`src/design/pmst_map.vh`:
```
// Purpose: offsets, field positions, resets and timing for the pm block
// Assumes: byte-addressed i/o window relative to pm_io_base
// Notes: included by the pm sleep control and timer files
`ifndef PMST_MAP_VH
`define PMST_MAP_VH

`define PMST_OFF_SLEEP_CTRL 8'h04
`define PMST_OFF_TIMER 8'h08
`define PMST_OFF_EVT 8'h0c

`define PMST_BIT_SLEEP_TRIG 13
`define PMST_BIT_KIND_HI 12
`define PMST_BIT_KIND_LO 10
`define PMST_BIT_GLOBAL_REL 2
`define PMST_BIT_ROUTE 0
`define PMST_BIT_WRAP 22

`define PMST_EVT_BIT_FLAG 0
`define PMST_EVT_BIT_EN 1

`define PMST_RST_SLEEP_CTRL 32'h0000_0000
`define PMST_RST_TIMER 24'h00_0000

`define PMST_KIND_ON 3'h0
`define PMST_KIND_STOPGRANT 3'h1
`define PMST_KIND_MEM 3'h5
`define PMST_KIND_DISK 3'h6
`define PMST_KIND_OFF 3'h7

// reference is divided down to the tick rate
`define PMST_REF_DIV 4
`define PMST_REF_DIV_W 2

`endif

```
`src/design/pmst_timer.v`:
```
// Purpose: 24-bit counter, held while run is low, with bit-22 fall detect
// Assumes: tick_ref is a synchronised level of the reference clock
// Notes: counts one per four reference rising edges
`timescale 1ns/1ps
`include "pmst_map.vh"
module pmst_timer #(
  parameter WIDTH = 24
) (
  input wire sys_clk,
  input wire nrst,
  input wire run,
  input wire tick_ref,
  output reg [WIDTH-1:0] count_q,
  output reg wrap_pulse_q
);
  reg ref_prev_q;
  reg [`PMST_REF_DIV_W-1:0] div_q;
  wire ref_rise;
  wire adv;
  wire [WIDTH-1:0] count_d;

  assign ref_rise = tick_ref & ~ref_prev_q;
  assign adv = run & ref_rise & (div_q == {`PMST_REF_DIV_W{1'b1}});
  // all-ones rolls to zero without a pause
  assign count_d = count_q + {{(WIDTH-1){1'b0}}, 1'b1};

  always @(posedge sys_clk or negedge nrst) begin
    if (!nrst) begin
      ref_prev_q <= 1'b0;
      div_q <= {`PMST_REF_DIV_W{1'b0}};
      count_q <= `PMST_RST_TIMER;
      wrap_pulse_q <= 1'b0;
    end else begin
      ref_prev_q <= tick_ref;
      if (run && ref_rise)
        div_q <= div_q + {{(`PMST_REF_DIV_W-1){1'b0}}, 1'b1};
      wrap_pulse_q <= 1'b0;
      if (adv) begin
        count_q <= count_d;
        // fall of bit 22 every 2^23 ticks, about 2.3435 s
        wrap_pulse_q <= count_q[`PMST_BIT_WRAP] & ~count_d[`PMST_BIT_WRAP];
      end
    end
  end
endmodule // pmst_timer

```
`src/design/pmst_sleep_ctrl.v`:
```
// Operation
// - sleep trigger bit 13 is write-only and reads zero.
// - writing one to the trigger starts the selected sleep sequence.
// - three-bit read/write sleep kind field at bits 12 to 10.
// - kind 000 is on; 001 asserts stop-clock and processor doze.
// - kind 101 asserts the suspend-to-memory rail control.
// - kind 110 asserts suspend-to-memory and soft-off rail controls.
// - kind 111 asserts suspend-to-memory and soft-off rail controls.
// - writing one to global release bit 2 raises a firmware event.
// - global release always reads zero.
// - routing select bit 0 steers events to sci (1) or smi (0).
// - routed events include power status bits 10, 8, 0 and general events.
// - timer register returns 24-bit running count, read only.
// - counter advances at reference divided by four.
// - counter clears on reset, then counts while working.
// - each fall of counter bit 22 sets the timer wrap flag.
// - that fall recurs every 2.3435 seconds while counting.
// - wrap enable set means the wrap flag raises an interrupt.
// - writes to the timer register are ignored.
// - enabled wrap signals sci or smi per routing select.
//
// Purpose: power management sleep control register and pm timer
// Assumes: simple synchronous i/o port: one-cycle rd/wr strobes, byte addr
// Notes: other power and general event status arrive as ready-made levels
`timescale 1ns/1ps
`include "pmst_map.vh"
module pmst_sleep_ctrl (
  input wire sys_clk,
  input wire nrst,
  input wire io_wr,
  input wire io_rd,
  input wire [7:0] io_addr,
  input wire [31:0] io_wdata,
  output reg [31:0] io_rdata_q,
  input wire ref_clk_14m,
  input wire power_event_pending,
  input wire general_event_pending,
  output reg processor_stop_clock_n_q,
  output reg processor_doze_n_q,
  output reg suspend_memory_rail_n_q,
  output reg soft_off_rail_n_q,
  output reg sci_q,
  output reg system_mgmt_irq_n_q,
  output reg firmware_event_q
);
  reg ref_s1_q;
  reg ref_s2_q;
  reg [2:0] sleep_kind_q;
  reg routing_select_q;
  reg timer_wrap_flag_q;
  reg timer_wrap_enable_q;
  reg [1:0] state_q;
  reg [1:0] state_d;
  reg [2:0] active_kind_q;
  wire [23:0] timer_count;
  wire wrap_pulse;
  wire wr_ctrl;
  wire wr_evt;
  wire trig;
  wire kind_ok;
  wire evt_req;
  wire run;

  localparam [1:0] ST_WORK = 2'h0;
  localparam [1:0] ST_ENTER = 2'h1;
  localparam [1:0] ST_SLEEP = 2'h2;
  // named as a 32-bit parameter so the kind field can be cut out of the reset word
  localparam [31:0] CTRL_RST = `PMST_RST_SLEEP_CTRL;

  // reference pin is asynchronous to sys_clk
  always @(posedge sys_clk or negedge nrst) begin
    if (!nrst) begin
      ref_s1_q <= 1'b0;
      ref_s2_q <= 1'b0;
    end else begin
      ref_s1_q <= ref_clk_14m;
      ref_s2_q <= ref_s1_q;
    end
  end

  assign run = (state_q == ST_WORK);

  pmst_timer #(
    .WIDTH(24)
  ) u_timer (
    .sys_clk(sys_clk),
    .nrst(nrst),
    .run(run),
    .tick_ref(ref_s2_q),
    .count_q(timer_count),
    .wrap_pulse_q(wrap_pulse)
  );

  assign wr_ctrl = io_wr && (io_addr == `PMST_OFF_SLEEP_CTRL);
  assign wr_evt = io_wr && (io_addr == `PMST_OFF_EVT);
  assign trig = wr_ctrl && io_wdata[`PMST_BIT_SLEEP_TRIG];
  // reserved kinds never leave the working state
  assign kind_ok =
    (io_wdata[`PMST_BIT_KIND_HI:`PMST_BIT_KIND_LO] == `PMST_KIND_STOPGRANT) ||
    (io_wdata[`PMST_BIT_KIND_HI:`PMST_BIT_KIND_LO] == `PMST_KIND_MEM) ||
    (io_wdata[`PMST_BIT_KIND_HI:`PMST_BIT_KIND_LO] == `PMST_KIND_DISK) ||
    (io_wdata[`PMST_BIT_KIND_HI:`PMST_BIT_KIND_LO] == `PMST_KIND_OFF);

  // registers and wrap flag
  always @(posedge sys_clk or negedge nrst) begin
    if (!nrst) begin
      sleep_kind_q <= CTRL_RST[`PMST_BIT_KIND_HI:`PMST_BIT_KIND_LO];
      routing_select_q <= 1'b0;
      timer_wrap_flag_q <= 1'b0;
      timer_wrap_enable_q <= 1'b0;
      firmware_event_q <= 1'b0;
    end else begin
      firmware_event_q <= wr_ctrl && io_wdata[`PMST_BIT_GLOBAL_REL];
      if (wr_ctrl) begin
        sleep_kind_q <= io_wdata[`PMST_BIT_KIND_HI:`PMST_BIT_KIND_LO];
        routing_select_q <= io_wdata[`PMST_BIT_ROUTE];
      end
      if (wr_evt)
        timer_wrap_enable_q <= io_wdata[`PMST_EVT_BIT_EN];
      // set beats a same-cycle write-one clear
      if (wrap_pulse)
        timer_wrap_flag_q <= 1'b1;
      else if (wr_evt && io_wdata[`PMST_EVT_BIT_FLAG])
        timer_wrap_flag_q <= 1'b0;
    end
  end

  // read mux; timer writes fall through with no effect
  always @(posedge sys_clk or negedge nrst) begin
    if (!nrst) begin
      io_rdata_q <= 32'h0000_0000;
    end else if (io_rd) begin
      case (io_addr)
        `PMST_OFF_SLEEP_CTRL: begin
          // trigger and global release read zero
          io_rdata_q <= {18'h0_0000, 1'b0, sleep_kind_q, 7'h00,
                         1'b0, 1'b0, routing_select_q};
        end
        `PMST_OFF_TIMER: io_rdata_q <= {8'h00, timer_count};
        `PMST_OFF_EVT: begin
          io_rdata_q <= {30'h0000_0000, timer_wrap_enable_q,
                         timer_wrap_flag_q};
        end
        default: io_rdata_q <= 32'h0000_0000;
      endcase
    end else begin
      io_rdata_q <= 32'h0000_0000;
    end
  end

  // sleep sequencer
  always @* begin
    state_d = state_q;
    case (state_q)
      ST_WORK: begin
        if (trig && kind_ok)
          state_d = ST_ENTER;
      end
      ST_ENTER: state_d = ST_SLEEP;
      ST_SLEEP: begin
        // wake handling lives elsewhere; a new trigger with kind on wakes
        if (trig &&
            io_wdata[`PMST_BIT_KIND_HI:`PMST_BIT_KIND_LO] == `PMST_KIND_ON)
          state_d = ST_WORK;
      end
      default: state_d = ST_WORK;
    endcase
  end

  always @(posedge sys_clk or negedge nrst) begin
    if (!nrst) begin
      state_q <= ST_WORK;
      active_kind_q <= `PMST_KIND_ON;
      processor_stop_clock_n_q <= 1'b1;
      processor_doze_n_q <= 1'b1;
      suspend_memory_rail_n_q <= 1'b1;
      soft_off_rail_n_q <= 1'b1;
    end else begin
      state_q <= state_d;
      if (state_q == ST_WORK && state_d == ST_ENTER)
        active_kind_q <= io_wdata[`PMST_BIT_KIND_HI:`PMST_BIT_KIND_LO];
      if (state_d == ST_WORK) begin
        processor_stop_clock_n_q <= 1'b1;
        processor_doze_n_q <= 1'b1;
        suspend_memory_rail_n_q <= 1'b1;
        soft_off_rail_n_q <= 1'b1;
      end else if (state_q == ST_ENTER) begin
        // processor is stopped in every kind, rails change in the same cycle
        processor_stop_clock_n_q <= 1'b0;
        processor_doze_n_q <= 1'b0;
        suspend_memory_rail_n_q <=
          !(active_kind_q == `PMST_KIND_MEM ||
            active_kind_q == `PMST_KIND_DISK ||
            active_kind_q == `PMST_KIND_OFF);
        soft_off_rail_n_q <=
          !(active_kind_q == `PMST_KIND_DISK ||
            active_kind_q == `PMST_KIND_OFF);
      end
    end
  end

  // routing of wrap and other covered events
  assign evt_req = (timer_wrap_flag_q && timer_wrap_enable_q) ||
                   power_event_pending || general_event_pending;

  always @(posedge sys_clk or negedge nrst) begin
    if (!nrst) begin
      sci_q <= 1'b0;
      system_mgmt_irq_n_q <= 1'b1;
    end else begin
      sci_q <= evt_req && routing_select_q;
      system_mgmt_irq_n_q <= !(evt_req && !routing_select_q);
    end
  end
endmodule // pmst_sleep_ctrl

```
`config.mk`:
```
export PLATFORM = sky130hd
export DESIGN_NAME = pmst_sleep_ctrl
export DESIGN_NICKNAME = d
export VERILOG_FILES = /design/src/design/pmst_timer.v /design/src/design/pmst_sleep_ctrl.v
export VERILOG_INCLUDE_DIRS = /design/src /design/src/design
export SDC_FILE = /design/constraint.sdc
export NUM_CORES = 1
export LEC_CHECK = 0
export BUFFER_PORTS_ARGS = -buffer_cell sky130_fd_sc_hd__buf_2
export CAP_MARGIN = 10
export CORE_AREA = 2 2 84 86
export CTS_CLUSTER_DIAMETER = 120
export DETAILED_ROUTE_END_ITERATION = 12
export DIE_AREA = 0 0 86 88
export GPL_ROUTABILITY_DRIVEN = 0
export PLACE_DENSITY_LB_ADDON = 0.3
export SYNTH_ARGS = -nofsm -noshare
export SYNTH_HDL_FRONTEND = slang
export SYNTH_SLANG_ARGS = --single-unit
```
`constraint.sdc`:
```
create_clock -name sys_clk -period 2.4 [get_ports sys_clk]
set_input_delay 0.12 -clock sys_clk [delete_from_list [all_inputs] [get_ports sys_clk]]
set_output_delay 0.12 -clock sys_clk [all_outputs]
set_load 0.02 [all_outputs]
```
== Yosys cells after proc, flatten, opt, wreduce, memory -nomap -nowiden ==
Index checks and enable logic that the tools add are counted.
Storage, ports and cells
  output and inout port bits: 39
  bits of input ports: 47
  logic and storage cells: 84
  register bits: 79
Cells by class
  bitwise logic cells: 6
  equal/unequal tests: 14
  reductions and logical operators: 29
  multiplexer cells: 14
  add/subtract/negate cells: 2
Operators by type and width (count)
  24-bit case mux with 3 select lines: 1
  32-bit 2-to-1 mux: 1
  24-bit by 1-bit adder with 24-bit output (second input constant): 1
  3-bit == test (second input constant): 6
  8-bit by 4-bit == test with 1-bit output (second input constant): 2
  1-bit logical AND: 12
  1-bit 2-to-1 mux: 9
  8-bit by 3-bit == test with 1-bit output (second input constant): 1
  1-bit logical OR: 8
  2-bit case mux with 3 select lines: 1
  1-bit AND: 4
  2-bit by 1-bit == test with 1-bit output (second input constant): 2
  2-bit == test (second input constant): 2
  1-bit logical NOT: 4
  2-bit logical NOT: 2
  2-bit 2-to-1 mux: 2
  2-bit nonzero test: 2
  3-bit by 1-bit == test with 1-bit output (second input constant): 1
  3-bit logical NOT: 1
  2-bit by 1-bit adder with 2-bit output (second input constant): 1
  1-bit NOT: 2

== Longest topological paths before layout ==
  depth after elaboration: 9
  mapped depth: 6
  mapped depth without buffers: 6

== Hierarchy ==
Synthesis repeated with hierarchy kept, for this count alone.
Second synthesis, totals
  cell total of the unflattened synthesis: 239
  area, all modules: 2967.8 sq um
By module, submodules not included
  pmst_sleep_ctrl: times used 1, cells each 131, seq. area each 1081.0 sq um, area each 1711.6 sq um
  pmst_timer: times used 1, cells each 108, seq. area each 700.7 sq um, area each 1256.2 sq um

== Least setup slack after synthesis ==
OpenSTA, ideal clock, no wires.
  kind: reg2reg
  from: register u_timer.count_q[8]
  to: register u_timer.count_q[22]
  path slack: 337 ps
  buffers on the path: 0
  library setup time: 125 ps
  stages on the path, launching flop included: 7
  clock period less this slack: 2063 ps
  required time: 2275 ps
  arrival: 1938 ps
  cell sequence: dfrtp_1 nand3_1 nor4_1 nand2_1 nor2_1 ha_1 mux2_2
On the way
  longest elaborated chain between the ends: 1
Ends and longest elaborated chain
  from (decl): RTL line pmst_timer.v:13  | output reg [WIDTH-1:0] count_q,
  from (signal assigned): RTL line pmst_timer.v:31  | count_q <= `PMST_RST_TIMER;
  from (signal assigned): RTL line pmst_timer.v:39  | count_q <= count_d;
  24-bit by 1-bit adder with 24-bit output: RTL line pmst_timer.v:25  | assign count_d = count_q + {{(WIDTH-1){1'b0}}, 1'b1};
  named net u_timer.count_d[22]: RTL line pmst_timer.v:20  | wire [WIDTH-1:0] count_d;
The timed path passes the listed nets, and every way through them passes these cells.
A chain may end at the register's enable or synchronous reset.

== Worst setup path after layout ==
  from: register state_q[1]
  to: register u_timer.count_q[7]
On the way
  longest elaborated chain between the ends: 3
Ends and longest elaborated chain
  from (decl): RTL line pmst_sleep_ctrl.v:52  | reg [1:0] state_q;
  from (signal assigned): RTL line pmst_sleep_ctrl.v:179  | state_q <= state_d;
  2-bit logical NOT: RTL line pmst_sleep_ctrl.v:81  | assign run = (state_q == ST_WORK);
  1-bit AND (2 in a row): RTL line pmst_timer.v:23  | assign adv = run & ref_rise & (div_q == {`PMST_REF_DIV_W{1'b1}});
Every way passes these cells.

==> metrics.md <==
| Metric | Value |
|---|---|
| Number of global-route vias before repair | `1916` |
| IO Port Bufs | `52` |
| Final Critical Period | `1.99 ns` |
| WL per Instance | `13.7 um` |
| Number of remaining DRC errors | `0` |
| Worst reg2reg startpoint | `state_q[1]` |
| Internal power | `1.67 mW` |
| Max rail drop VDD | `297 uV` |
| Main flop type after synthesis | `dfrtp_1` |
| HP Start | `io_wdata[2]` |
| GRT Residual Overflow | `0` |
| Sequential cell fraction of total power | `56.4%` |
| Hold Fails Final Rpt | `0` |
| Kind of launch point of the worst setup path | `flop` |
| Maximum clock frequency | `503 MHz` |
| Fraction of power consumed by the clock network | `37.7%` |
| Average footprint of a synthesized cell | `12.6 um2` |
| Post-synth EDFFs | `0` |
| Max FO, Critical Path | `10` |
| Non-filler instance count after layout | `383` |
| Cell Area, Synth | `2950 um2` |
| Async set or reset register ratio after synthesis | `100%` |
| Area after detailed placement | `3300 um2` |
| Number of rows created at floorplan | `30` |
| Maximum cell stage delay along the critical path | `0.70 ns` |
| # IOs | `86` |
| Layout-stage area growth over the synthesis result | `18.2%` |
| Nets | `348` |
| Unrepaired setup endpoints after global routing | `no` |
| Count of routing violations after the opening detailed-route iteration | `116` |
| Yosys reg bits | `71` |
| Switching part of the total | `23.7%` |
| Clk pin slew, worst setup/hold paths | `0.07 ns` |
| Part of the cycle the worst path needs | `82.8%` |
| Max-cap violations | `0` |
| Series of cell instances along the critical path | `or4b_1 -> nor4_4 -> buf_4 -> and3_1 -> xor2_1` |
| Post-synth cell types | `48` |
| Origin of the worst setup path | `state_q[1]` |
| Clk_skew | `0.00819 ns` |
| Number of gates resized after CTS | `0` |
| DRT antenna net count | `0` |
| Design Power | `2.19 mW` |
| Total routed wirelength | `5230 um` |
| Setup TNS after final layout | `0 ns` |
| Clock tree root driver cell | `clkbuf_8` |
| Total routing usage reported by global routing | `15.3%` |
| Critical path class | `reg2reg` |
| Area of the core region | `6640 um2` |
| Run status | `completed` |
| Routed vias | `1928` |
| Cells after Synth | `234` |
| Vias per cell | `5.03` |
| Slowest cell on the critical path | `or4b_1` |
| Hold crit path type | `in2reg` |
| Element type at the critical path end | `flop` |
| First-pass GRT wire length | `8850 um` |
| Full die area | `7570 um2` |
| Net switching component of the power | `0.518 mW` |
| Number of buffers between clock root and the deepest sink | `2` |
| Total CTS buffers | `9` |
| Number of H-tree branching levels | `3` |
| CP bufs+invs | `1` |
| Max-slew violation total from the final report | `0` |
| Measured slew at the worst slew-check pin | `0.765 ns` |
| Initial antenna violation count | `0` |
| Comb power frac | `5.9%` |
| P_leak | `1.77 nW` |
| Estimated wirelength of the detail-placed design | `3680 um` |
| Num Clock Sinks | `71` |
| TritonCTS clock tree | `done` |
| Number of antenna repair diodes | `0` |
| Placed instance count | `365` |
| Total iterations of the first detailed-routing run | `4` |
| Share of synthesized area occupied by flip-flops and latches | `60.3%` |
| Cell family with most CP delay | `simple AND/OR/NAND/NOR gates` |
| CP Data Required Time | `2.67 ns` |
| Fraction of layout cells with a size suffix above 1 | `30.7%` |
| Horizontal die dimension | `86 um` |
| Crit path arrival time | `2.25 ns` |
| Vert. Die Dim | `88 um` |
| Max_slew headroom | `49.0%` |
| Final count of negative-setup-slack endpoints | `0` |
| Post-CTS Setup Inserts | `0` |
| Number of warnings issued by yosys | `0` |
| Pin count of the biggest net entering global routing | `39` |
| Clk Latency, worst-skew pair | `0.34 ns` |
| Initial Utilization | `44.5%` |
| Power per unit of standard cell area | `627 nW/um2` |
| Final Instance Area | `3490 um2` |
==> power groups by stage <==
| stage | registers, mW | clock network [mW] | logic [mW] |
|---|---|---|---|
| after floorplan | 1.27 | 0 | 0.0613 |
| after global routing | 1.24 | 0.892 | 0.144 |
| after CTS | 1.23 | 0.845 | 0.133 |
| final | 1.23 | 0.825 | 0.130 |
| after detailed placement | 1.26 | 0 | 0.130 |
| after global placement | 1.26 | 0 | 0.128 |
==> worst register-to-register path, cell delays in order (launching register included) <==
cell     delay (ns)
dfrtp_1        0.44
or4b_1         0.70
nor4_4         0.25
buf_4          0.21
and3_1         0.18
xor2_1         0.14
==> final timing paths <==
path | to | slack (ns) | cells past startpoint
max in group asynchronous | system_mgmt_irq_n_q | 1.29 | 3
min in group asynchronous | u_timer.ref_prev_q | 0.40 | 2
hold / removal | firmware_event_q | 0.02 | 2
setup reg to reg | u_timer.count_q[7] | 0.41 | 5
hold reg to reg | ref_s2_q | 0.35 | 0
setup / recovery | u_timer.count_q[7] | 0.41 | 5
==> flip-flops by register name, indices dropped and copies added, names as in the netlist, 2 cells and up <==
register / flops
active_kind_q: 3
io_rdata_q: 24
sleep_kind_q: 3
state_q: 2
u_timer.count_q: 24
u_timer.div_q: 2
==> layout by cell type (no fill, tap or decap), types with 5 or more instances in the layout <==
cell      instances
nor2_1            8
clkbuf_8         10
xnor2_1          20
buf_2            52
nand2_1          14
dfrtp_1          67
nand3_1           8
and3_1            8
buf_4             5
nand4_1           9
conb_1            8
and2_1           19
mux2_2           11
==> per-stage QoR <==
step	hold WS [ns]	util (%)	setup WS, ns
global route	0.0198	52.5	0.258
finish	0.0186	52.5	0.414
floorplan	-0.176	-	0.337
CTS	0.0101	52.5	0.400
global placement	0.232	49.7	0.284
detailed placement	0.231	49.7	0.271
==> cell usage after synthesis, types with 2 or more instances <==
cell,instances,share of area [%]
and4_1,2,0.59
mux2_2,11,4.2
clkbuf_1,2,0.25
ha_1,3,1.3
xnor2_1,20,5.9
xor2_1,3,0.89
nor4b_1,2,0.59
a22oi_1,4,1.0
nand4b_1,2,0.59
o31a_1,2,0.59
dfrtp_1,67,57
nand4_1,9,1.9
nand2_1,14,1.8
or3_1,2,0.42
mux2i_1,2,0.68
buf_4,9,2.3
or4b_1,2,0.68
and2_1,19,4.0
and3_1,8,1.7
inv_1,3,0.38
dfstp_2,4,3.6
nor2b_1,3,0.64
nor2_1,8,1.0
o21ai_0,2,0.34
nand3_1,8,1.4
==> cell type report <==
class,instances,area [um2]
fillers,590,3150
inverters,3,11.3
clock buffers,12,145
clock inverters,4,22.5
multi-input cells,153,1090
well taps,80,100
flip-flops and latches,71,1780
repair buffers,60,338
==> per-layer routing <==
metal | part of all wire (%) | global-route usage (%) | up-vias | routed length, um
met5 | 0 | 0 | - | 0
met4 | 2.4 | 9.09 | 0 | 124
met3 | 3.8 | 3.20 | 10 | 199
met2 | 48 | 23.9 | 43 | 2540
met1 | 45 | 19.8 | 952 | 2370
li1 | - | - | 923 | -
==> repair_timing <==
item,4_1_cts,5_1_grt
endpoints found under the hold margin,33,0
setup endpoints to repair,0,0
hold buffers,2,0
==> kinds of logic after synthesis <==
group                      after synthesis  synth area share [%]
AOI/OAI and AO/OA                       14                  3.56
xor gates and xnor gates                23                  6.82
adders and majority gates                3                  1.27
buffers and inverters                   17                  3.60
DFF                                     71                  60.3
muxes                                   13                  4.87
other                                    1                 0.127
and+or+nand+nor                         92                  19.4
No activity file was read; power rests on OpenSTA's default activity.
